`src/design/sgp_pkg.sv`:
```
// Behaviour
// - One guard bit per 4 KB sector; 0 means guarded, 1 unguarded.
// - Sector n sits in map byte n/8 at bit n mod 8, from byte 000h.
// - Logic held in reset below threshold; instructions ignored until delay.
// - After power-up the device idles with the write latch cleared.
// - Supply below write-inhibit threshold disables every write operation.
// - Erase ends within 150 ms sector, 0.5 s block, 6 s chip.
// - Page program ends within 0.7 ms of the command.
// - Map read: three address bytes, data MSB first, address steps per byte.
// - Map erase or program needs a correct five-instruction run.
package sgp_pkg;
  // Clock rate
  localparam int unsigned CLK_HZ = 20_000_000;
  localparam int unsigned CLK_KHZ = 20_000;
  // Sector and map layout
  localparam int unsigned SECTOR_SHIFT = 12;
  localparam int unsigned GUARD_SECTORS = 256;
  localparam logic [23:0] GUARD_BASE = 24'h000000;
  localparam logic [23:0] GUARD_LAST = 24'h00001F;
  // Timing figures as printed
  localparam int unsigned T_PUW_MIN_MS = 1;
  localparam int unsigned T_PUW_MAX_MS = 10;
  localparam int unsigned T_VCE_MIN_US = 10;
  localparam real V_WI_MIN_V = 1.3;
  localparam int unsigned T_SE_MAX_MS = 150;
  localparam real T_BE_MAX_S = 0.5;
  localparam int unsigned T_CE_MAX_S = 6;
  localparam real T_PP_MAX_MS = 0.7;
  // Cycle counts; least times round up, longest round down
  localparam int unsigned PUW_CYC = (T_PUW_MIN_MS * CLK_HZ + 999) / 1000;
  localparam int unsigned SE_CYC = T_SE_MAX_MS * CLK_KHZ;
  localparam int unsigned BE_CYC = int'($floor(T_BE_MAX_S * CLK_HZ));
  localparam int unsigned CE_CYC = T_CE_MAX_S * CLK_HZ;
  // Small offset absorbs binary error of 0.7
  localparam int unsigned PP_CYC = int'($floor(T_PP_MAX_MS * CLK_KHZ + 1.0e-6));
  // Instruction codes
  localparam logic [7:0] OP_WREN = 8'h06;
  localparam logic [7:0] OP_WRDI = 8'h04;
  localparam logic [7:0] OP_RDSR = 8'h05;
  localparam logic [7:0] OP_PP = 8'h02;
  localparam logic [7:0] OP_SE = 8'h20;
  localparam logic [7:0] OP_BE = 8'hD8;
  localparam logic [7:0] OP_CE = 8'hC7;
  localparam logic [7:0] OP_GRD_RD = 8'h48;
  localparam logic [7:0] OP_GRD_ER = 8'h44;
  localparam logic [7:0] OP_GRD_PG = 8'h42;
  localparam logic [7:0] OP_KEY1 = 8'h3A;
  localparam logic [7:0] OP_KEY2 = 8'h5C;
  localparam logic [7:0] OP_KEY3 = 8'h6E;
  localparam logic [2:0] KEY_DONE = 3'h4;
  // Status byte fields
  localparam int unsigned ST_BUSY_BIT = 0;
  localparam int unsigned ST_WEL_BIT = 1;
  localparam logic [7:0] BYTE_ERASED = 8'hFF;
  // Main array operation kinds
  typedef enum logic [1:0] {OPK_PROG, OPK_SERASE, OPK_BERASE, OPK_CERASE}
    sgp_op_t;
  // Guard lookup phases
  typedef enum logic [1:0] {CK_IDLE, CK_WAIT, CK_EVAL} sgp_chk_t;
endpackage

```
`src/design/sgp_sector_guard.sv`:
```
`timescale 1ns/100ps
module sgp_sector_guard
  import sgp_pkg::*;
#(
  parameter int unsigned SECTORS = GUARD_SECTORS,
  parameter int unsigned PUW_CYCLES = PUW_CYC,
  parameter int unsigned SE_CYCLES = SE_CYC,
  parameter int unsigned BE_CYCLES = BE_CYC,
  parameter int unsigned CE_CYCLES = CE_CYC,
  parameter int unsigned PP_CYCLES = PP_CYC
) (
  input wire logic ref_clk_i,
  input wire logic resetn_i,
  input wire logic vcc_ok_i,
  input wire logic cs_n_i,
  input wire logic sck_i,
  input wire logic si_i,
  output logic so_o,
  output logic so_oe_o,
  output logic ready_o,
  output logic busy_o,
  output logic write_latch_flag_o,
  output logic op_start_o,
  output logic [1:0] op_kind_o,
  output logic [23:0] op_addr_o
);
  localparam int unsigned AW = $clog2(SECTORS / 8);

  if (SECTORS % 8 != 0 || SECTORS < 16 || SECTORS > 4096) begin : g_chk_s
    $error("Sector count must be a multiple of 8 within 16 to 4096");
  end
  if (PUW_CYCLES < 1 || SE_CYCLES < 1 || BE_CYCLES < 1 || CE_CYCLES < 1 ||
      PP_CYCLES < 1) begin : g_chk_t
    $error("Cycle counts must be at least one");
  end

  typedef struct packed {
    logic [2:0] cs_s;
    logic [2:0] sck_s;
    logic [2:0] si_s;
    logic [2:0] vcc_s;
    logic cs_f;
    logic sck_f;
    logic vcc_f;
    logic [31:0] por_cnt;
    logic ready;
    logic [2:0] bit_cnt;
    logic [2:0] byte_cnt;
    logic [7:0] shreg;
    logic [7:0] opcode;
    logic [23:0] addr;
    logic [7:0] so_sh;
    logic so;
    logic so_oe;
    logic write_latch_flag;
    logic busy;
    logic [31:0] busy_cnt;
    logic [2:0] key_step;
    logic gprog;
    logic fill;
    logic [AW-1:0] fill_idx;
    logic mem_we;
    logic [AW-1:0] mem_waddr;
    logic [7:0] mem_wdata;
    sgp_chk_t chk;
    sgp_op_t kind;
    logic op_start;
    sgp_op_t op_kind;
    logic [23:0] op_addr;
  } sgp_state_t;

  localparam sgp_state_t ST_RST = '{
    chk: CK_IDLE, kind: OPK_PROG, op_kind: OPK_PROG, cs_s: 3'h7,
    cs_f: 1'b1, default: '0};

  sgp_state_t st_ff;
  sgp_state_t nxt_st;
  logic [7:0] rdata;
  logic [AW-1:0] raddr;

  // Map byte that holds the guard bit of an array address
  function automatic logic [AW-1:0] guard_idx(input logic [23:0] a);
    guard_idx = a[SECTOR_SHIFT+3 +: AW];
  endfunction

  // Busy length of a main array operation
  function automatic logic [31:0] op_cycles(input sgp_op_t k);
    unique case (k)
      OPK_PROG: op_cycles = 32'(PP_CYCLES);
      OPK_SERASE: op_cycles = 32'(SE_CYCLES);
      OPK_BERASE: op_cycles = 32'(BE_CYCLES);
      OPK_CERASE: op_cycles = 32'(CE_CYCLES);
    endcase
  endfunction

  // Expected opcode at each step of the unlock run
  function automatic logic [7:0] key_code(input logic [2:0] step);
    unique case (step)
      3'h0: key_code = OP_WREN;
      3'h1: key_code = OP_KEY1;
      3'h2: key_code = OP_KEY2;
      3'h3: key_code = OP_KEY3;
      default: key_code = 8'h00;
    endcase
  endfunction

  // Map byte addressed by the current frame, in range or not
  function automatic logic map_hit(input logic [23:0] a);
    map_hit = a >= GUARD_BASE && a <= GUARD_BASE + 24'(SECTORS / 8 - 1);
  endfunction

  assign raddr = (st_ff.chk == CK_WAIT) ? guard_idx(st_ff.addr) :
                 st_ff.addr[AW-1:0];

  sgp_guard_mem #(.AW(AW), .DW(8)) u_mem (
    .ref_clk_i(ref_clk_i),
    .we_i(st_ff.mem_we),
    .waddr_i(st_ff.mem_waddr),
    .wdata_i(st_ff.mem_wdata),
    .raddr_i(raddr),
    .rdata_o(rdata)
  );

  // Next state
  always_comb begin
    logic [7:0] in_byte;
    logic [7:0] out_byte;
    logic sck_rise;
    logic sck_fall;
    logic cs_fall;
    logic cs_rise;
    logic reading;
    in_byte = '0;
    out_byte = '0;
    nxt_st = st_ff;
    // Pin synchronisers; a cs, sck or vcc level counts once stages two and three agree
    nxt_st.cs_s = {st_ff.cs_s[1:0], cs_n_i};
    nxt_st.sck_s = {st_ff.sck_s[1:0], sck_i};
    nxt_st.si_s = {st_ff.si_s[1:0], si_i};
    nxt_st.vcc_s = {st_ff.vcc_s[1:0], vcc_ok_i};
    if (st_ff.cs_s[1] == st_ff.cs_s[2]) nxt_st.cs_f = st_ff.cs_s[2];
    if (st_ff.sck_s[1] == st_ff.sck_s[2]) nxt_st.sck_f = st_ff.sck_s[2];
    if (st_ff.vcc_s[1] == st_ff.vcc_s[2]) nxt_st.vcc_f = st_ff.vcc_s[2];
    sck_rise = nxt_st.sck_f && !st_ff.sck_f && !st_ff.cs_f;
    sck_fall = !nxt_st.sck_f && st_ff.sck_f && !st_ff.cs_f;
    cs_fall = !nxt_st.cs_f && st_ff.cs_f;
    cs_rise = nxt_st.cs_f && !st_ff.cs_f;
    reading = (st_ff.byte_cnt >= 3'h1 && st_ff.opcode == OP_RDSR) ||
              (st_ff.byte_cnt >= 3'h4 && st_ff.opcode == OP_GRD_RD &&
               !st_ff.busy);
    nxt_st.mem_we = 1'b0;
    nxt_st.op_start = 1'b0;
    // Power-up write delay before any instruction is served
    if (!st_ff.ready) begin
      if (st_ff.por_cnt == 32'(PUW_CYCLES - 1)) nxt_st.ready = 1'b1;
      else nxt_st.por_cnt = st_ff.por_cnt + 32'h1;
    end
    // Busy timer of program and erase
    if (st_ff.busy) begin
      if (st_ff.busy_cnt == 32'h0) nxt_st.busy = 1'b0;
      else nxt_st.busy_cnt = st_ff.busy_cnt - 32'h1;
    end
    // Map erase sweep sets every bit to unguarded
    if (st_ff.fill) begin
      nxt_st.mem_we = 1'b1;
      nxt_st.mem_waddr = st_ff.fill_idx;
      nxt_st.mem_wdata = BYTE_ERASED;
      nxt_st.fill_idx = st_ff.fill_idx + 1'b1;
      if (&st_ff.fill_idx) nxt_st.fill = 1'b0;
    end
    if (cs_fall) begin
      nxt_st.bit_cnt = 3'h0;
      nxt_st.byte_cnt = 3'h0;
      nxt_st.gprog = 1'b0;
    end
    // Serial input on rising clock
    if (sck_rise && st_ff.ready) begin
      in_byte = {st_ff.shreg[6:0], st_ff.si_s[2]};
      nxt_st.shreg = in_byte;
      nxt_st.bit_cnt = st_ff.bit_cnt + 3'h1;
      if (st_ff.bit_cnt == 3'h7) begin
        if (st_ff.byte_cnt != 3'h4) nxt_st.byte_cnt = st_ff.byte_cnt + 3'h1;
        if (st_ff.byte_cnt == 3'h0) begin
          nxt_st.opcode = in_byte;
          nxt_st.gprog = in_byte == OP_GRD_PG && st_ff.key_step == KEY_DONE &&
                         st_ff.write_latch_flag && !st_ff.busy;
        end else if (st_ff.byte_cnt < 3'h4) begin
          nxt_st.addr = {st_ff.addr[15:0], in_byte};
        end else begin
          if (st_ff.opcode == OP_GRD_RD) nxt_st.addr = st_ff.addr + 24'h1;
          if (st_ff.gprog) begin
            // Program only clears bits, as flash cells do
            nxt_st.mem_we = map_hit(st_ff.addr);
            nxt_st.mem_waddr = st_ff.addr[AW-1:0];
            nxt_st.mem_wdata = rdata & in_byte;
            nxt_st.addr = st_ff.addr + 24'h1;
          end
        end
      end
    end
    // Serial output on falling clock, MSB first
    if (sck_fall && st_ff.ready && reading) begin
      nxt_st.so_oe = 1'b1;
      if (st_ff.bit_cnt == 3'h0) begin
        if (st_ff.opcode == OP_RDSR) begin
          out_byte[ST_BUSY_BIT] = st_ff.busy;
          out_byte[ST_WEL_BIT] = st_ff.write_latch_flag;
        end else begin
          out_byte = map_hit(st_ff.addr) ? rdata : BYTE_ERASED;
        end
        nxt_st.so = out_byte[7];
        nxt_st.so_sh = {out_byte[6:0], 1'b0};
      end else begin
        nxt_st.so = st_ff.so_sh[7];
        nxt_st.so_sh = {st_ff.so_sh[6:0], 1'b0};
      end
    end
    // Frame end: whole bytes only, then act on the instruction
    if (cs_rise) begin
      nxt_st.so_oe = 1'b0;
      nxt_st.so = 1'b0;
    end
    if (cs_rise && st_ff.ready && st_ff.bit_cnt == 3'h0) begin
      if (st_ff.byte_cnt == 3'h1 && st_ff.key_step < KEY_DONE &&
          st_ff.opcode == key_code(st_ff.key_step)) begin
        nxt_st.key_step = st_ff.key_step + 3'h1;
      end else begin
        nxt_st.key_step = 3'h0;
      end
      if (!st_ff.busy && st_ff.chk == CK_IDLE && !st_ff.fill) begin
        unique case (st_ff.opcode)
          OP_WREN: if (st_ff.byte_cnt == 3'h1) nxt_st.write_latch_flag = 1'b1;
          OP_WRDI: nxt_st.write_latch_flag = 1'b0;
          OP_PP, OP_SE, OP_BE: begin
            if (st_ff.write_latch_flag && st_ff.byte_cnt == 3'h4) begin
              nxt_st.chk = CK_WAIT;
              nxt_st.write_latch_flag = 1'b0;
              nxt_st.kind = st_ff.opcode == OP_PP ? OPK_PROG :
                            st_ff.opcode == OP_SE ? OPK_SERASE : OPK_BERASE;
            end
          end
          OP_CE: begin
            if (st_ff.write_latch_flag && st_ff.byte_cnt == 3'h1) begin
              nxt_st.write_latch_flag = 1'b0;
              nxt_st.op_start = 1'b1;
              nxt_st.op_kind = OPK_CERASE;
              nxt_st.op_addr = '0;
              nxt_st.busy = 1'b1;
              nxt_st.busy_cnt = op_cycles(OPK_CERASE) - 32'h1;
            end
          end
          OP_GRD_ER: begin
            if (st_ff.write_latch_flag && st_ff.byte_cnt == 3'h1 &&
                st_ff.key_step == KEY_DONE) begin
              nxt_st.write_latch_flag = 1'b0;
              nxt_st.fill = 1'b1;
              nxt_st.fill_idx = '0;
              nxt_st.busy = 1'b1;
              nxt_st.busy_cnt = 32'(SE_CYCLES - 1);
            end
          end
          OP_GRD_PG: begin
            if (st_ff.gprog) begin
              nxt_st.write_latch_flag = 1'b0;
              nxt_st.busy = 1'b1;
              nxt_st.busy_cnt = 32'(PP_CYCLES - 1);
            end
          end
          default: begin
          end
        endcase
      end
    end
    // Guard lookup of the addressed sector
    unique case (st_ff.chk)
      CK_IDLE: begin
      end
      CK_WAIT: nxt_st.chk = CK_EVAL;
      CK_EVAL: begin
        nxt_st.chk = CK_IDLE;
        if (rdata[st_ff.addr[SECTOR_SHIFT +: 3]]) begin
          nxt_st.op_start = 1'b1;
          nxt_st.op_kind = st_ff.kind;
          nxt_st.op_addr = st_ff.addr;
          nxt_st.busy = 1'b1;
          nxt_st.busy_cnt = op_cycles(st_ff.kind) - 32'h1;
        end
      end
    endcase
    // Supply below threshold: everything but the synchronisers in reset
    if (!st_ff.vcc_f) begin
      nxt_st = ST_RST;
      nxt_st.cs_s = {st_ff.cs_s[1:0], cs_n_i};
      nxt_st.sck_s = {st_ff.sck_s[1:0], sck_i};
      nxt_st.si_s = {st_ff.si_s[1:0], si_i};
      nxt_st.vcc_s = {st_ff.vcc_s[1:0], vcc_ok_i};
      if (st_ff.vcc_s[1] == st_ff.vcc_s[2]) nxt_st.vcc_f = st_ff.vcc_s[2];
      if (st_ff.cs_s[1] == st_ff.cs_s[2]) nxt_st.cs_f = st_ff.cs_s[2];
      if (st_ff.sck_s[1] == st_ff.sck_s[2]) nxt_st.sck_f = st_ff.sck_s[2];
    end
  end

  // State register
  always_ff @(posedge ref_clk_i) begin
    if (!resetn_i) begin
      st_ff <= ST_RST;
    end else begin
      st_ff <= nxt_st;
    end
  end

  // Outputs straight from the state register
  assign so_o = st_ff.so;
  assign so_oe_o = st_ff.so_oe;
  assign ready_o = st_ff.ready;
  assign busy_o = st_ff.busy;
  assign write_latch_flag_o = st_ff.write_latch_flag;
  assign op_start_o = st_ff.op_start;
  assign op_kind_o = st_ff.op_kind;
  assign op_addr_o = st_ff.op_addr;
endmodule

```
`src/design/sgp_guard_mem.sv`:
```
`timescale 1ns/100ps
module sgp_guard_mem #(
  parameter int unsigned AW = 5,
  parameter int unsigned DW = 8
) (
  input wire logic ref_clk_i,
  input wire logic we_i,
  input wire logic [AW-1:0] waddr_i,
  input wire logic [DW-1:0] wdata_i,
  input wire logic [AW-1:0] raddr_i,
  output logic [DW-1:0] rdata_o
);
  logic [DW-1:0] mem_ff [2**AW];
  logic [DW-1:0] rdata_ff;

  // Write port and registered read port; contents survive reset
  always_ff @(posedge ref_clk_i) begin
    if (we_i) begin
      mem_ff[waddr_i] <= wdata_i;
    end
    rdata_ff <= mem_ff[raddr_i];
  end

  assign rdata_o = rdata_ff;
endmodule

```
`config.mk`:
```
export PLATFORM = sky130hd
export DESIGN_NAME = sgp_sector_guard
export DESIGN_NICKNAME = d
export VERILOG_FILES = /design/src/design/sgp_pkg.sv /design/src/design/sgp_sector_guard.sv /design/src/design/sgp_guard_mem.sv
export SDC_FILE = /design/constraint.sdc
export NUM_CORES = 1
export LEC_CHECK = 0
export BUFFER_PORTS_ARGS = -buffer_cell sky130_fd_sc_hd__buf_2
export CAP_MARGIN = 20
export CORE_MARGIN = 1.5
export CORE_UTILIZATION = 45
export DETAILED_ROUTE_END_ITERATION = 8
export PLACE_DENSITY_LB_ADDON = 0.1
export SLEW_MARGIN = 0
export SYNTH_ARGS = -nofsm -noshare
export SYNTH_HDL_FRONTEND = slang
export SYNTH_SLANG_ARGS = --single-unit
```
`constraint.sdc`:
```
create_clock -name ref_clk_i -period 2.77 [get_ports ref_clk_i]
set_input_delay 0.554 -clock ref_clk_i [delete_from_list [all_inputs] [get_ports ref_clk_i]]
set_output_delay 0.554 -clock ref_clk_i [all_outputs]
set_load 0.02 [all_outputs]
```
# After elaboration in Yosys (flattened, before gate mapping)
# Memories as Yosys holds them, arrays and structs flattened. A register that Yosys moved wholly into a read port is not among the register bits.
# Index checks and enable logic that the tools add are counted.
dict set report word_totals {
  ff_bits 193
  mem_bits_rw 256
  input_bits 6
  n_memories 1
}
# memory words width rd rd_clocked_by_memory_dff wr line_no
set mem_list {}
lappend mem_list {u_mem.mem_ff 32 8 1 1 1 sgp_guard_mem.sv:13} ;# logic [DW-1:0] mem_ff [2**AW];
dict set report op_classes {
  n_addsub 8
  n_lt_le_gt_ge 7
  n_eq_ne 34
  n_mux 77
  bitwise 6
  n_reduce_logical 55
}
# cell count
set op_table {}
lappend op_table {{$mux 181} 1}
lappend op_table {{$mux 32} 5}
lappend op_table {{$mux 34} 4}
lappend op_table {{$mux 33} 4}
lappend op_table {{$pmux 32 s4} 1}
lappend op_table {{$mux 27} 4}
lappend op_table {{$pmux 33 s3} 1}
lappend op_table {{$mux 24} 4}
lappend op_table {{$mux 14} 5}
lappend op_table {{$sub 32x1->32 const B} 2}
lappend op_table {{$mux 31} 2}
lappend op_table {{$mux 46} 1}
lappend op_table {{$mux 37} 1}
lappend op_table {{$mux 6} 6}
lappend op_table {{$add 32x1->32 const B} 1}
lappend op_table {{$eq 32x15->1 const B} 1}
lappend op_table {{$eq 8x7->1 const B} 4}
lappend op_table {{$logic_not 32->1} 1}
lappend op_table {{$pmux 7 s4} 1}
lappend op_table {{$logic_and 1x1->1} 25}
lappend op_table {{$add 24x1->24 const B} 1}
lappend op_table {{$eq 8x3->1 const B} 3}
lappend op_table {{$ge 24x1->1 const B} 1}
lappend op_table {{$le 24x5->1 const B} 1}
lappend op_table {{45 further kinds} 107}

# Logic depth before layout (Yosys ltp)
# Gate-level depths: netlist of the first run.
dict set report depth {
  depth_word 13
  mapped_depth 10
  ltp_nobuf 8
}

# Cells and area by module
# From an unflattened synthesis of the first run, not the netlist that was laid out.
dict set report unflattened {
  cells_unflattened 1644
  area_unflattened_um2 20128.1
}
# mod instances cells_each area_each_um2 seq_area_each_um2
set modules_own_cells {}
lappend modules_own_cells {sgp_sector_guard 1 1227 10074.7 3823.7}
lappend modules_own_cells {sgp_guard_mem 1 417 10053.4 7847.5}

# Worst setup path before layout of the first run
# Ideal clock, no wire load.
dict set report synth_timing {
  path_type {register -> register}
  start {register st_ff (netlist bit busy_o)}
  end {register st_ff[84] (netlist bit)}
  setup_time_ns 0.070
  arrival_time_ns 2.217
  required_time_ns 2.700
  slack_ns 0.483
  path_stages_with_launch 7
  path_buffers 0
  path_cell_list {dfxtp_1 -> or3b_4 -> nor3_4 -> nand4_2 -> or3_4 -> or4_1 -> a21oi_1}
}
dict set report synth_between {
  elab_chain_cells 7
  word_cells_on_any_way 12
  cone_classes {mux: 9; reduce/logical: 3}
}
# element line_no
set synth_lines {}
lappend synth_lines {{from (decl)} sgp_sector_guard.sv:76} ;# sgp_state_t st_ff;
lappend synth_lines {{from (signal assigned)} sgp_sector_guard.sv:308} ;# st_ff <= nxt_st;
lappend synth_lines {{$mux 33 or $logic_not 1->1 (tied branches)} {sgp_sector_guard.sv:159, sgp_sector_guard.sv:230}}
lappend synth_lines {{$mux 34, or another cell as far along} sgp_sector_guard.sv:263} ;# if (st_ff.gprog) begin
lappend synth_lines {{$pmux 33 s3 or $logic_and 1x1->1 (tied branches)} {sgp_sector_guard.sv:231, sgp_sector_guard.sv:230}}
lappend synth_lines {{$mux 34} sgp_sector_guard.sv:230} ;# if (!st_ff.busy && st_ff.chk == CK_IDLE && !st_ff.fill) begin
lappend synth_lines {{$mux 37 *} sgp_sector_guard.sv:223} ;# if (cs_rise && st_ff.ready && st_ff.bit_cnt == 3'h0) begin
lappend synth_lines {{$mux 33} sgp_sector_guard.sv:281} ;# if (rdata[st_ff.addr[SECTOR_SHIFT +: 3]]) begin
lappend synth_lines {{$mux 33 *} sgp_sector_guard.sv:275} ;# unique case (st_ff.chk)
# Every way passes the cells marked *; elsewhere a longest branch is shown, timed or not. The select of a mux whose other input is x is not followed.
# A chain may end at the register's enable or synchronous reset.

# Final worst setup path of the first run
dict set report layout_timing {
  start {register st_ff[30] (netlist bit)}
  end {register u_mem.rdata_ff[6], in the netlist u_mem.rdata_o[6] (read register of u_mem.mem_ff)}
}
dict set report layout_between {
  elab_chain_cells 2
}
# element line_no
set layout_lines {}
lappend layout_lines {{$eq 2x1->1} sgp_sector_guard.sv:112} ;# assign raddr = (st_ff.chk == CK_WAIT) ? guard_idx(st_ff.addr) :
lappend layout_lines {{$mux 5} sgp_sector_guard.sv:112}
lappend layout_lines {{to (decl)} sgp_guard_mem.sv:14} ;# logic [DW-1:0] rdata_ff;
# No other way between the ends.

==> results of run 1 <==
[stage by stage]
step | hold WS, ns | utilization (%) | instance area (sq um) | setup WS (ns)
2_1_floorplan | 0.386 | - | 19900 | 0.483
3_3_place_gp | 0.389 | 48.6 | 21100 | 0.145
3_5_place_dp | 0.396 | 48.6 | 21100 | 0.0929
4_1_cts | 0.109 | 52.2 | 22600 | 0.0722
5_1_grt | 0.120 | 52.2 | 22600 | 0.00553
6_report | 0.150 | 52.2 | 22600 | 0.167
[worst max path at each step]
| stage | start | to |
|---|---|---|
| after floorplan | busy_o | st_ff[84] |
| after global placement | st_ff[30] | u_mem.rdata_o[2] |
| after detailed placement | st_ff[30] | u_mem.rdata_o[2] |
| after CTS | st_ff[30] | u_mem.rdata_o[2] |
| after global routing | st_ff[53] | st_ff[81] |
| final | st_ff[30] | u_mem.rdata_o[6] |
[cells in the final DEF, fill, tap and decap left out, types with 11 or more instances in the layout]
master and n:
mux2i_1 14, nand2_1 252, nor2_1 146, ha_1 27, buf_2 37, edfxtp_1 256, a22oi_1 21, nor4_1 13
clkbuf_1 16, nor3_1 46, clkbuf_16 50, a21oi_1 115, nand2b_1 11, o21ai_0 45, inv_1 29, nand3_1 118
and3_1 18, mux4_2 34, xor2_1 28, o21a_1 11, dfxtp_1 198, or3_1 16, nor2b_1 11, a31oi_1 22
xnor2_1 25, buf_4 97, nand4_1 44, a211oi_1 26, and2_1 16
[state kept, by name, summed over array words and instances, names as in the netlist, named ones only]
name	cells
busy_o	1
op_addr_o	24
op_kind_o	2
op_start_o	1
ready_o	1
so_o	1
so_oe_o	1
st_ff	158
u_mem.mem_ff	256
u_mem.rdata_o	8
write_latch_flag_o	1
[cell families after synthesis]
kind of cell	synth area share (%)
muxes	4.78
DFF	58.7
buffers and inverters	3.64
adders and majority gates	1.76
xor gates and xnor gates	2.34
and+or+nand+nor	19.0
AOI/OAI and AO/OA	9.75
[power groups by stage]
stage	combinational [mW]	clock [mW]	sequential [mW]
after floorplan	0.0135	0	7.21
after global placement	0.0208	0	7.21
after detailed placement	0.0216	0	7.21
after CTS	0.0217	6.45	7.07
after global routing	0.0240	6.70	7.06
final	0.0215	6.28	7.07
[what timing repair did]
item / 4_1_cts / 5_1_grt
endpoints found under the setup margin: 0 / 4
hold endpoints to repair: 0 / 0
resized for setup: 0 / 1
hold buffers: 0 / 0
[worst max-delay path: stages (launching register included)]
cell,delay (ns)
dfxtp_1,0.33
inv_1,0.09
ha_2,0.28
buf_4,0.16
nor2b_1,0.08
a21oi_4,0.15
buf_12,0.19
buf_12,0.20
mux4_2,0.51
a22oi_1,0.33
nand4_1,0.13
[metal layers]
metal / wire [um] / vias to the layer above
met1: 24000 / 7034
met2: 23500 / 387
li1: - / 6825
met3: 2620 / 77
met4: 1120 / 0
met5: 0 / -
[cell type report]
type | count | area share, %
Sequential cell | 455 | 51.6
Clock inverter | 19 | 0.647
Inverter | 29 | 0.481
Clock buffer | 73 | 6.22
Timing Repair Buffer | 141 | 4.65
Multi-Input combinational cell | 1208 | 33.2
Tap cell | 585 | 3.23
==> results.sh, run 1 <==
export IMPL_antenna_found_initial=0
export IMPL_num_rows=76
export IMPL_p_leak_nw=7.12
export IMPL_start_util_pct=45.8
export IMPL_synth_edf_count=256
export IMPL_cp_required_ns=3.23
export IMPL_worstHoldPathType="input port to flop"
export IMPL_rsz0062_at_grt="no"
export IMPL_first_pass_iters=5
export IMPL_ir_drop_mv=0.546
export IMPL_path_class="flop to flop"
export IMPL_cts_tree="yes"
export IMPL_io_buffers=37
export IMPL_ctsRootBufferMaster="clkbuf_16"
export IMPL_r2r_end="u_mem.rdata_o[6]"
export IMPL_clock_latency_ns=0.60
export IMPL_grt_use_met2_pct=36.2
export IMPL_grtUsageMet3_pct=3.44
export IMPL_yosys_warnings=0
export IMPL_finalSetupViolations=0
export IMPL_max_freq_mhz=384
export IMPL_p_per_area_nw_per_um2=591
export IMPL_min_path_cells=2
export IMPL_yosys_top_cells_area="edfxtp_1 (39%), dfxtp_1 (20%), nand2_1 (4.8%)"
export IMPL_outcome="completed"
export IMPL_tns_ns=0
export IMPL_num_nets_final=1918
export IMPL_ant_nets=0
export IMPL_grt_busiest_layer="met2"
export IMPL_hp_start="cs_n_i"
export IMPL_n_fill_cell=3887
export IMPL_worst_slew_pin_slew_ns=0.921
export IMPL_postCtsSetupRepairBufs=0
export IMPL_endpoint_kind="flop"
export IMPL_ys_seq_area_share_pct=58.7
export IMPL_finalHoldViolations=0
export IMPL_slew_violations=0
export IMPL_grt_pass1_vias=13700
export IMPL_dp_cells=2418
export IMPL_io_pins=38
export IMPL_startpoint_type="flop"
export IMPL_clkTransAtPathRegs_ns=0.06
export IMPL_synth_cells=1825
export IMPL_r2r_slack_ns=0.17
export IMPL_total_power_mw=13.4
export IMPL_synth_area_leader_cell="edfxtp_1"
export IMPL_layout_drive_gt1_share_pct=14.4
export IMPL_dieArea_sq_um=45400
export IMPL_yosysUniqueCellTypes=81
export IMPL_grt_util_met1_pct=32.5
export IMPL_fin_crit_sh_pct=94.0
export IMPL_gp_congestion=0.835
export IMPL_dr_total_vias=14300
export IMPL_synthMostInstantiatedCell="edfxtp_1"
export IMPL_grt_util_all_layers_pct=22.9
export IMPL_antenna_cells=0
export IMPL_cts_sinks=455
export IMPL_cts_made_buffers=49
export IMPL_drtIter0Drc=1160
export IMPL_min_to="st_ff[190]"
export IMPL_yosysTopAreaCellShare_pct=38.7
export IMPL_multi_input_area_sq_um=7520
export IMPL_intPower_mw=10.7
export IMPL_overflow=0
export IMPL_ff_latch_area_sq_um=11700
export IMPL_area_growth_pct=13.9
export IMPL_swShare_pct=20.1
export IMPL_max_slew_margin_pct=38.5
export IMPL_wl_per_cell_um=20.4
export IMPL_pwr_share_comb_pct=0.2
export IMPL_hpwlAfterDp_um=34600
export IMPL_clkPwrFrac_pct=47.0
export IMPL_power_frac_seq_pct=52.9
export IMPL_finClkSkew_ns=0.0246
export IMPL_syn_area_sq_um=19900
export IMPL_core_area_sq_um=43400
export IMPL_final_cells=2510
export IMPL_clock_path_buffers=3
export IMPL_async_flop_share_pct=0
export IMPL_dieHeight_um=213
export IMPL_fin_crit_ns=2.60
export IMPL_h_tree_depth=2
export IMPL_syn_nets=1859
export IMPL_switching_power_mw=2.68
export IMPL_r2r_cells=10
export IMPL_drc_errors=0
export IMPL_r2r_start="st_ff[30]"
export IMPL_vias_per_cell=5.71
export IMPL_drt_total_wl_um=51200
export IMPL_ys_top_cells_by_count="edfxtp_1 (256), nand2_1 (253), dfxtp_1 (199), nor2_1 (146), nand3_1 (118)"
export IMPL_grt_max_degree=57
export IMPL_grt_first_pass_wirelength_um=79700
export IMPL_crit_arrival_ns=3.07
export IMPL_die_x_um=213
export IMPL_maxCapViolations=0
export IMPL_crit_fanout=17
export IMPL_synth_top_flop_cell="edfxtp_1"
export IMPL_syn_mean_instance_area_sq_um=10.9
export IMPL_ys_seq_elements=455
(Power assumes the default switching activity.)
==> inputs of run 2 (changes only) <==
==> constraint.sdc (replaced) <==
create_clock -name ref_clk_i -period 2.5 [get_ports ref_clk_i]
set_input_delay 0.5 -clock ref_clk_i [delete_from_list [all_inputs] [get_ports ref_clk_i]]
set_output_delay 0.5 -clock ref_clk_i [all_outputs]
set_load 0.02 [all_outputs]
==> run 2 against run 1 <==
  * Hold slack worse by 0.037 ns
  * Clock power is 18% higher
  * First-iteration DRC count is 22% higher
  * Fmax is 8.2% higher
  * Sequential share of layout area is 1.1 points lower
  * Wire length is 0.92% higher
  * Power is 14% higher
  * Register-to-register slack worse by 0.07 ns
  * Clock skew is 0.0015 ns lower
  * Critical endpoint is now u_mem.rdata_o[0]
  * Largest power group unchanged
==> results.sh, run 2 (synthesized netlist as in run 1, its figures left out) <==
export IMPL_outcome="completed"
export IMPL_slowest_delay_ns=0.52
export IMPL_largest_reg_flops=256
export IMPL_first_pass_iters=7
export IMPL_path_class="flop to flop"
export IMPL_core_area_sq_um=43400
export IMPL_grt_max_degree=57
export IMPL_p_per_area_nw_per_um2=661
export IMPL_worst_path_most_repeated_cell="buf_4"
export IMPL_max_slew_margin_pct=40.7
export IMPL_cts_sinks=455
export IMPL_mostFrequentLayoutCell="edfxtp_1"
export IMPL_slowest_stage="mux4_2"
export IMPL_gp_congestion=0.906
export IMPL_vias_per_cell=5.69
export IMPL_place_ws_ns=-0.115
export IMPL_startpoint_type="flop"
export IMPL_drt_total_wl_um=51700
export IMPL_finClkSkew_ns=0.0231
export IMPL_fin_crit_sh_pct=96.2
export IMPL_clkTransAtPathRegs_ns=0.06
export IMPL_maxCapViolations=0
export IMPL_num_rows=76
export IMPL_layout_common_cells="edfxtp_1 (256), nand2_1 (251), dfxtp_1 (197)"
export IMPL_finalHoldViolations=0
export IMPL_io_pins=38
export IMPL_slew_violations=0
export IMPL_io_buffers=37
export IMPL_antenna_cells=0
export IMPL_grt_util_all_layers_pct=23.1
export IMPL_hpwlAfterDp_um=34900
export IMPL_finalWorstSetupSlack_ns=0.0941
export IMPL_overflow=0
export IMPL_drtIter0Drc=1419
export IMPL_cts_hold_buf=0
export IMPL_n_fill_cell=3821
export IMPL_dr_total_vias=14500
export IMPL_layout_drive_gt1_share_pct=17.1
export IMPL_drc_errors=0
export IMPL_fin_util_pct=53.4
export IMPL_crit_fanout=13
export IMPL_worstHoldPathType="input port to flop"
export IMPL_wl_per_cell_um=20.3
export IMPL_clock_latency_ns=0.59
export IMPL_max_freq_mhz=416
export IMPL_clkPwrFrac_pct=48.6
export IMPL_dieHeight_um=213
export IMPL_swShare_pct=19.7
export IMPL_intPower_mw=12.3
export IMPL_crit_arrival_ns=2.87
export IMPL_pwr_share_comb_pct=0.2
export IMPL_antenna_found_initial=0
export IMPL_die_x_um=213
export IMPL_h_tree_depth=2
export IMPL_p_leak_nw=7.41
export IMPL_cts_tree="yes"
export IMPL_dieArea_sq_um=45400
export IMPL_worst_slew_pin_slew_ns=0.888
export IMPL_r2r_slack_ns=0.09
export IMPL_grt_pass1_vias=13900
export IMPL_ir_drop_mv=0.409
export IMPL_finalSetupViolations=0
export IMPL_cp_required_ns=2.96
export IMPL_regMostFlops="u_mem.mem_ff"
export IMPL_cts_made_buffers=48
export IMPL_endpoint_kind="flop"
export IMPL_ant_nets=0
export IMPL_path_cells="inv_1, ha_4, buf_4, a21oi_4, buf_12, buf_4, mux4_2, a22oi_1, nand4_1"
export IMPL_critPathTopFamily="buffers and inverters"
export IMPL_num_nets_final=1953
export IMPL_ctsRootBufferMaster="clkbuf_16"
export IMPL_area_growth_pct=16.5
export IMPL_start_util_pct=45.8
export IMPL_switching_power_mw=3.01
export IMPL_power_frac_seq_pct=51.2
export IMPL_fin_crit_ns=2.41
export IMPL_grt_first_pass_wirelength_um=80600
export IMPL_clock_path_buffers=3
export IMPL_cp_num_buf_inv=4
[run 2: power by group through the flow]
stage	sequential, mW	clock [mW]	combinational [mW]
5_1_grt	7.83	7.88	0.0273
3_3_place_gp	7.99	0	0.0228
6_report	7.83	7.44	0.0233
4_1_cts	7.83	7.59	0.0236
2_1_floorplan	7.99	0	0.0150
3_5_place_dp	7.99	0	0.0234
[run 2: metrics by stage]
stage               std cells  TNS, ns  area, sq um  power [mW]  hold slack, ns
floorplan                1825        0        19900        8.01           0.386
global placement         2449  -0.0799        21400        8.01           0.412
finish                   2543        0        23100        15.3           0.113
global route             2543  -0.0137        23100        15.7           0.126
CTS                      2539        0        23100        15.4          0.0816
detailed placement       2449   -0.383        21400        8.02           0.402
[run 2: final timing paths]
path,from,cells after the start,endpoint
min,cs_n_i,2,st_ff[190]
max reg2reg,st_ff[30],9,u_mem.rdata_o[0]
max,st_ff[30],9,u_mem.rdata_o[0]
min reg2reg,st_ff[190],1,st_ff[191]
[run 2: repair_timing]
action | 4_1_cts | 5_1_grt
cloned | 1 | 0
setup buffers | 0 | 4
endpoints found under the setup margin | 5 | 26
resized for setup | 3 | 13
[run 2: worst reg2reg max path, cell delays in order, from the launching register on]
cell,delay [ns]
dfxtp_1,0.33
inv_1,0.08
ha_4,0.20
buf_4,0.15
a21oi_4,0.23
buf_12,0.20
buf_4,0.18
mux4_2,0.52
a22oi_1,0.26
nand4_1,0.13
[run 2: cell type report]
cell class / count / area [sq um] / area share [%]
Clock buffer: 65 / 1440 / 6.20
Clock inverter: 24 / 236 / 1.02
Inverter: 29 / 109 / 0.470
Multi-Input combinational cell: 1208 / 7570 / 32.7
Sequential cell: 455 / 11700 / 50.4
Tap cell: 585 / 732 / 3.16
Timing Repair Buffer: 177 / 1390 / 5.99
[run 2: metal layers]
layer	vias to the layer above	wire [um]	global-route usage, %	share of wire [%]
met5	-	0	0	0
met4	0	976	6.56	1.9
met1	7100	23400	32.1	45
li1	6902	-	-	-
met3	67	2770	3.21	5.4
met2	408	24600	37.8	48
==> inputs of run 3 (changes only) <==
--- a/config.mk
+++ b/config.mk
@@ -7,7 +7,6 @@
 export LEC_CHECK = 0
 export BUFFER_PORTS_ARGS = -buffer_cell sky130_fd_sc_hd__buf_2
 export CAP_MARGIN = 20
-export CORE_MARGIN = 1.5
 export CORE_UTILIZATION = 45
 export DETAILED_ROUTE_END_ITERATION = 8
 export PLACE_DENSITY_LB_ADDON = 0.1
==> run 3 against run 2 <==
  * Die area decreased by 0.94%
  * Utilization is 0.42 points lower
  * Register-to-register slack hardly changed
  * Sequential cell count stayed put
  * Wire length fell by 0.42%
  * Clock skew decreased by 0.00079 ns
==> results.sh, run 3 (synthesized netlist as in run 1, its figures left out) <==
export IMPL_place_ws_ns=0.0734
export IMPL_path_class="flop to flop"
export IMPL_crit_arrival_ns=2.86
export IMPL_p_leak_nw=7.30
export IMPL_pwr_share_comb_pct=0.2
export IMPL_worstHoldPathType="input port to flop"
export IMPL_worst_slew_pin_slew_ns=0.664
export IMPL_drc_errors=0
export IMPL_fin_crit_ns=2.39
export IMPL_tns_ns=0
export IMPL_layout_drive_gt1_share_pct=16.2
export IMPL_mostFrequentLayoutCell="edfxtp_1"
export IMPL_grt_max_degree=65
export IMPL_vias_per_cell=5.69
export IMPL_overflow=0
export IMPL_start_util_pct=45.8
export IMPL_clkPwrFrac_pct=48.5
export IMPL_r2r_start="st_ff[30]"
export IMPL_postCtsSetupRepairBufs=0
export IMPL_grt_pass1_vias=13900
export IMPL_p_per_area_nw_per_um2=665
export IMPL_switching_power_mw=3.03
export IMPL_outcome="completed"
export IMPL_io_pins=38
export IMPL_antenna_cells=0
export IMPL_first_pass_iters=5
export IMPL_max_slew_margin_pct=55.5
export IMPL_maxCapViolations=0
export IMPL_io_buffers=37
export IMPL_fin_util_pct=53.0
export IMPL_wl_per_cell_um=20.3
export IMPL_num_rows=76
export IMPL_antenna_found_initial=0
export IMPL_power_frac_seq_pct=51.3
export IMPL_cp_required_ns=2.97
export IMPL_area_growth_pct=15.6
export IMPL_r2r_slack_ns=0.11
export IMPL_h_tree_depth=2
export IMPL_cts_resized=0
export IMPL_cts_tree="yes"
export IMPL_core_area_sq_um=43400
export IMPL_ir_drop_mv=0.493
export IMPL_hp_start="cs_n_i"
export IMPL_layout_common_cells="edfxtp_1 (256), nand2_1 (252), dfxtp_1 (197)"
export IMPL_ctsRootBufferMaster="clkbuf_16"
export IMPL_crit_path_start="st_ff[30]"
export IMPL_gp_congestion=0.896
export IMPL_cts_made_buffers=49
export IMPL_drt_total_wl_um=51500
export IMPL_min_path_cells=2
export IMPL_hpwlAfterDp_um=34300
export IMPL_endpoint_kind="flop"
export IMPL_clkTransAtPathRegs_ns=0.06
export IMPL_regMostFlops="u_mem.mem_ff"
export IMPL_die_x_um=212
export IMPL_dieArea_sq_um=45000
export IMPL_swShare_pct=19.8
export IMPL_startpoint_type="flop"
export IMPL_drtIter0Drc=1220
export IMPL_finClkSkew_ns=0.0223
export IMPL_dieHeight_um=212
export IMPL_finalSetupViolations=0
export IMPL_cts_hold_buf=0
export IMPL_slew_violations=0
export IMPL_ant_nets=0
export IMPL_intPower_mw=12.2
export IMPL_clock_path_buffers=3
export IMPL_finalHoldViolations=0
export IMPL_fin_crit_sh_pct=95.6
export IMPL_clock_latency_ns=0.60
export IMPL_cts_sinks=455
export IMPL_num_nets_final=1949
export IMPL_r2r_cells=8
export IMPL_largest_reg_flops=256
export IMPL_crit_fanout=21
export IMPL_grt_first_pass_wirelength_um=80700
export IMPL_rsz0062_at_grt="no"
export IMPL_finalWorstSetupSlack_ns=0.109
export IMPL_grt_util_all_layers_pct=23.4
export IMPL_max_freq_mhz=418
export IMPL_dr_total_vias=14500
==> run 3: cell types whose count changed in the layout (fill, tap and decap cells not counted), moves of 4 or more <==
cell | before | now
clkbuf_1 | 3 | 9
a22oi_2 | 6 | 0
a22oi_1 | 15 | 21
clkbuf_8 | 8 | 2
buf_12 | 10 | 6
==> run 3: final timing paths <==
| check | end |
|---|---|
| worst max-delay path | u_mem.rdata_o[6] |
| worst min register to register | st_ff[191] |
| worst min-delay path | st_ff[190] |
| worst max register to register | u_mem.rdata_o[6] |
==> run 3: critical path: stages (launching register included) <==
cell     delay (ns)
dfxtp_1        0.33
inv_1          0.06
ha_1           0.23
buf_4          0.18
a21oi_4        0.24
buf_12         0.25
mux4_2         0.57
a22oi_1        0.30
nand4_1        0.12
==> run 3: area by class of cell <==
type                            instances  area [sq um]
Fill cell                            3872         20400
Sequential cell                       455         11700
Clock inverter                         30           349
Clock buffer                           60          1290
Timing Repair Buffer                  172          1280
Multi-Input combinational cell       1208          7530
Tap cell                              585           732
Inverter                               29           109
==> run 3: through the flow <==
stage | cell area (sq um) | power, mW | hold slack (ns) | std cells
after floorplan | 19900 | 8.01 | 0.386 | 1825
after global placement | 21300 | 8.01 | 0.406 | 2449
after detailed placement | 21300 | 8.02 | 0.409 | 2449
after CTS | 22900 | 15.4 | 0.0633 | 2539
after global routing | 23000 | 15.7 | 0.0971 | 2539
final | 23000 | 15.3 | 0.0925 | 2539
==> run 3: power groups by stage <==
stage          Sequential [mW]  Clock (mW)  Combinational, mW
6_report                  7.83        7.41             0.0235
5_1_grt                   7.83        7.85             0.0268
4_1_cts                   7.83        7.57             0.0239
3_5_place_dp              7.99           0             0.0238
3_3_place_gp              7.99           0             0.0231
2_1_floorplan             7.99           0             0.0150
==> run 3: routing by layer <==
| layer | vias up | global-route usage [%] | part of all wire, % |
|---|---|---|---|
| met3 | 77 | 2.87 | 5.4 |
| met5 | - | 0 | 0 |
| li1 | 6880 | - | - |
| met2 | 402 | 37.0 | 46 |
| met4 | 0 | 7.62 | 2.4 |
| met1 | 7093 | 33.4 | 46 |
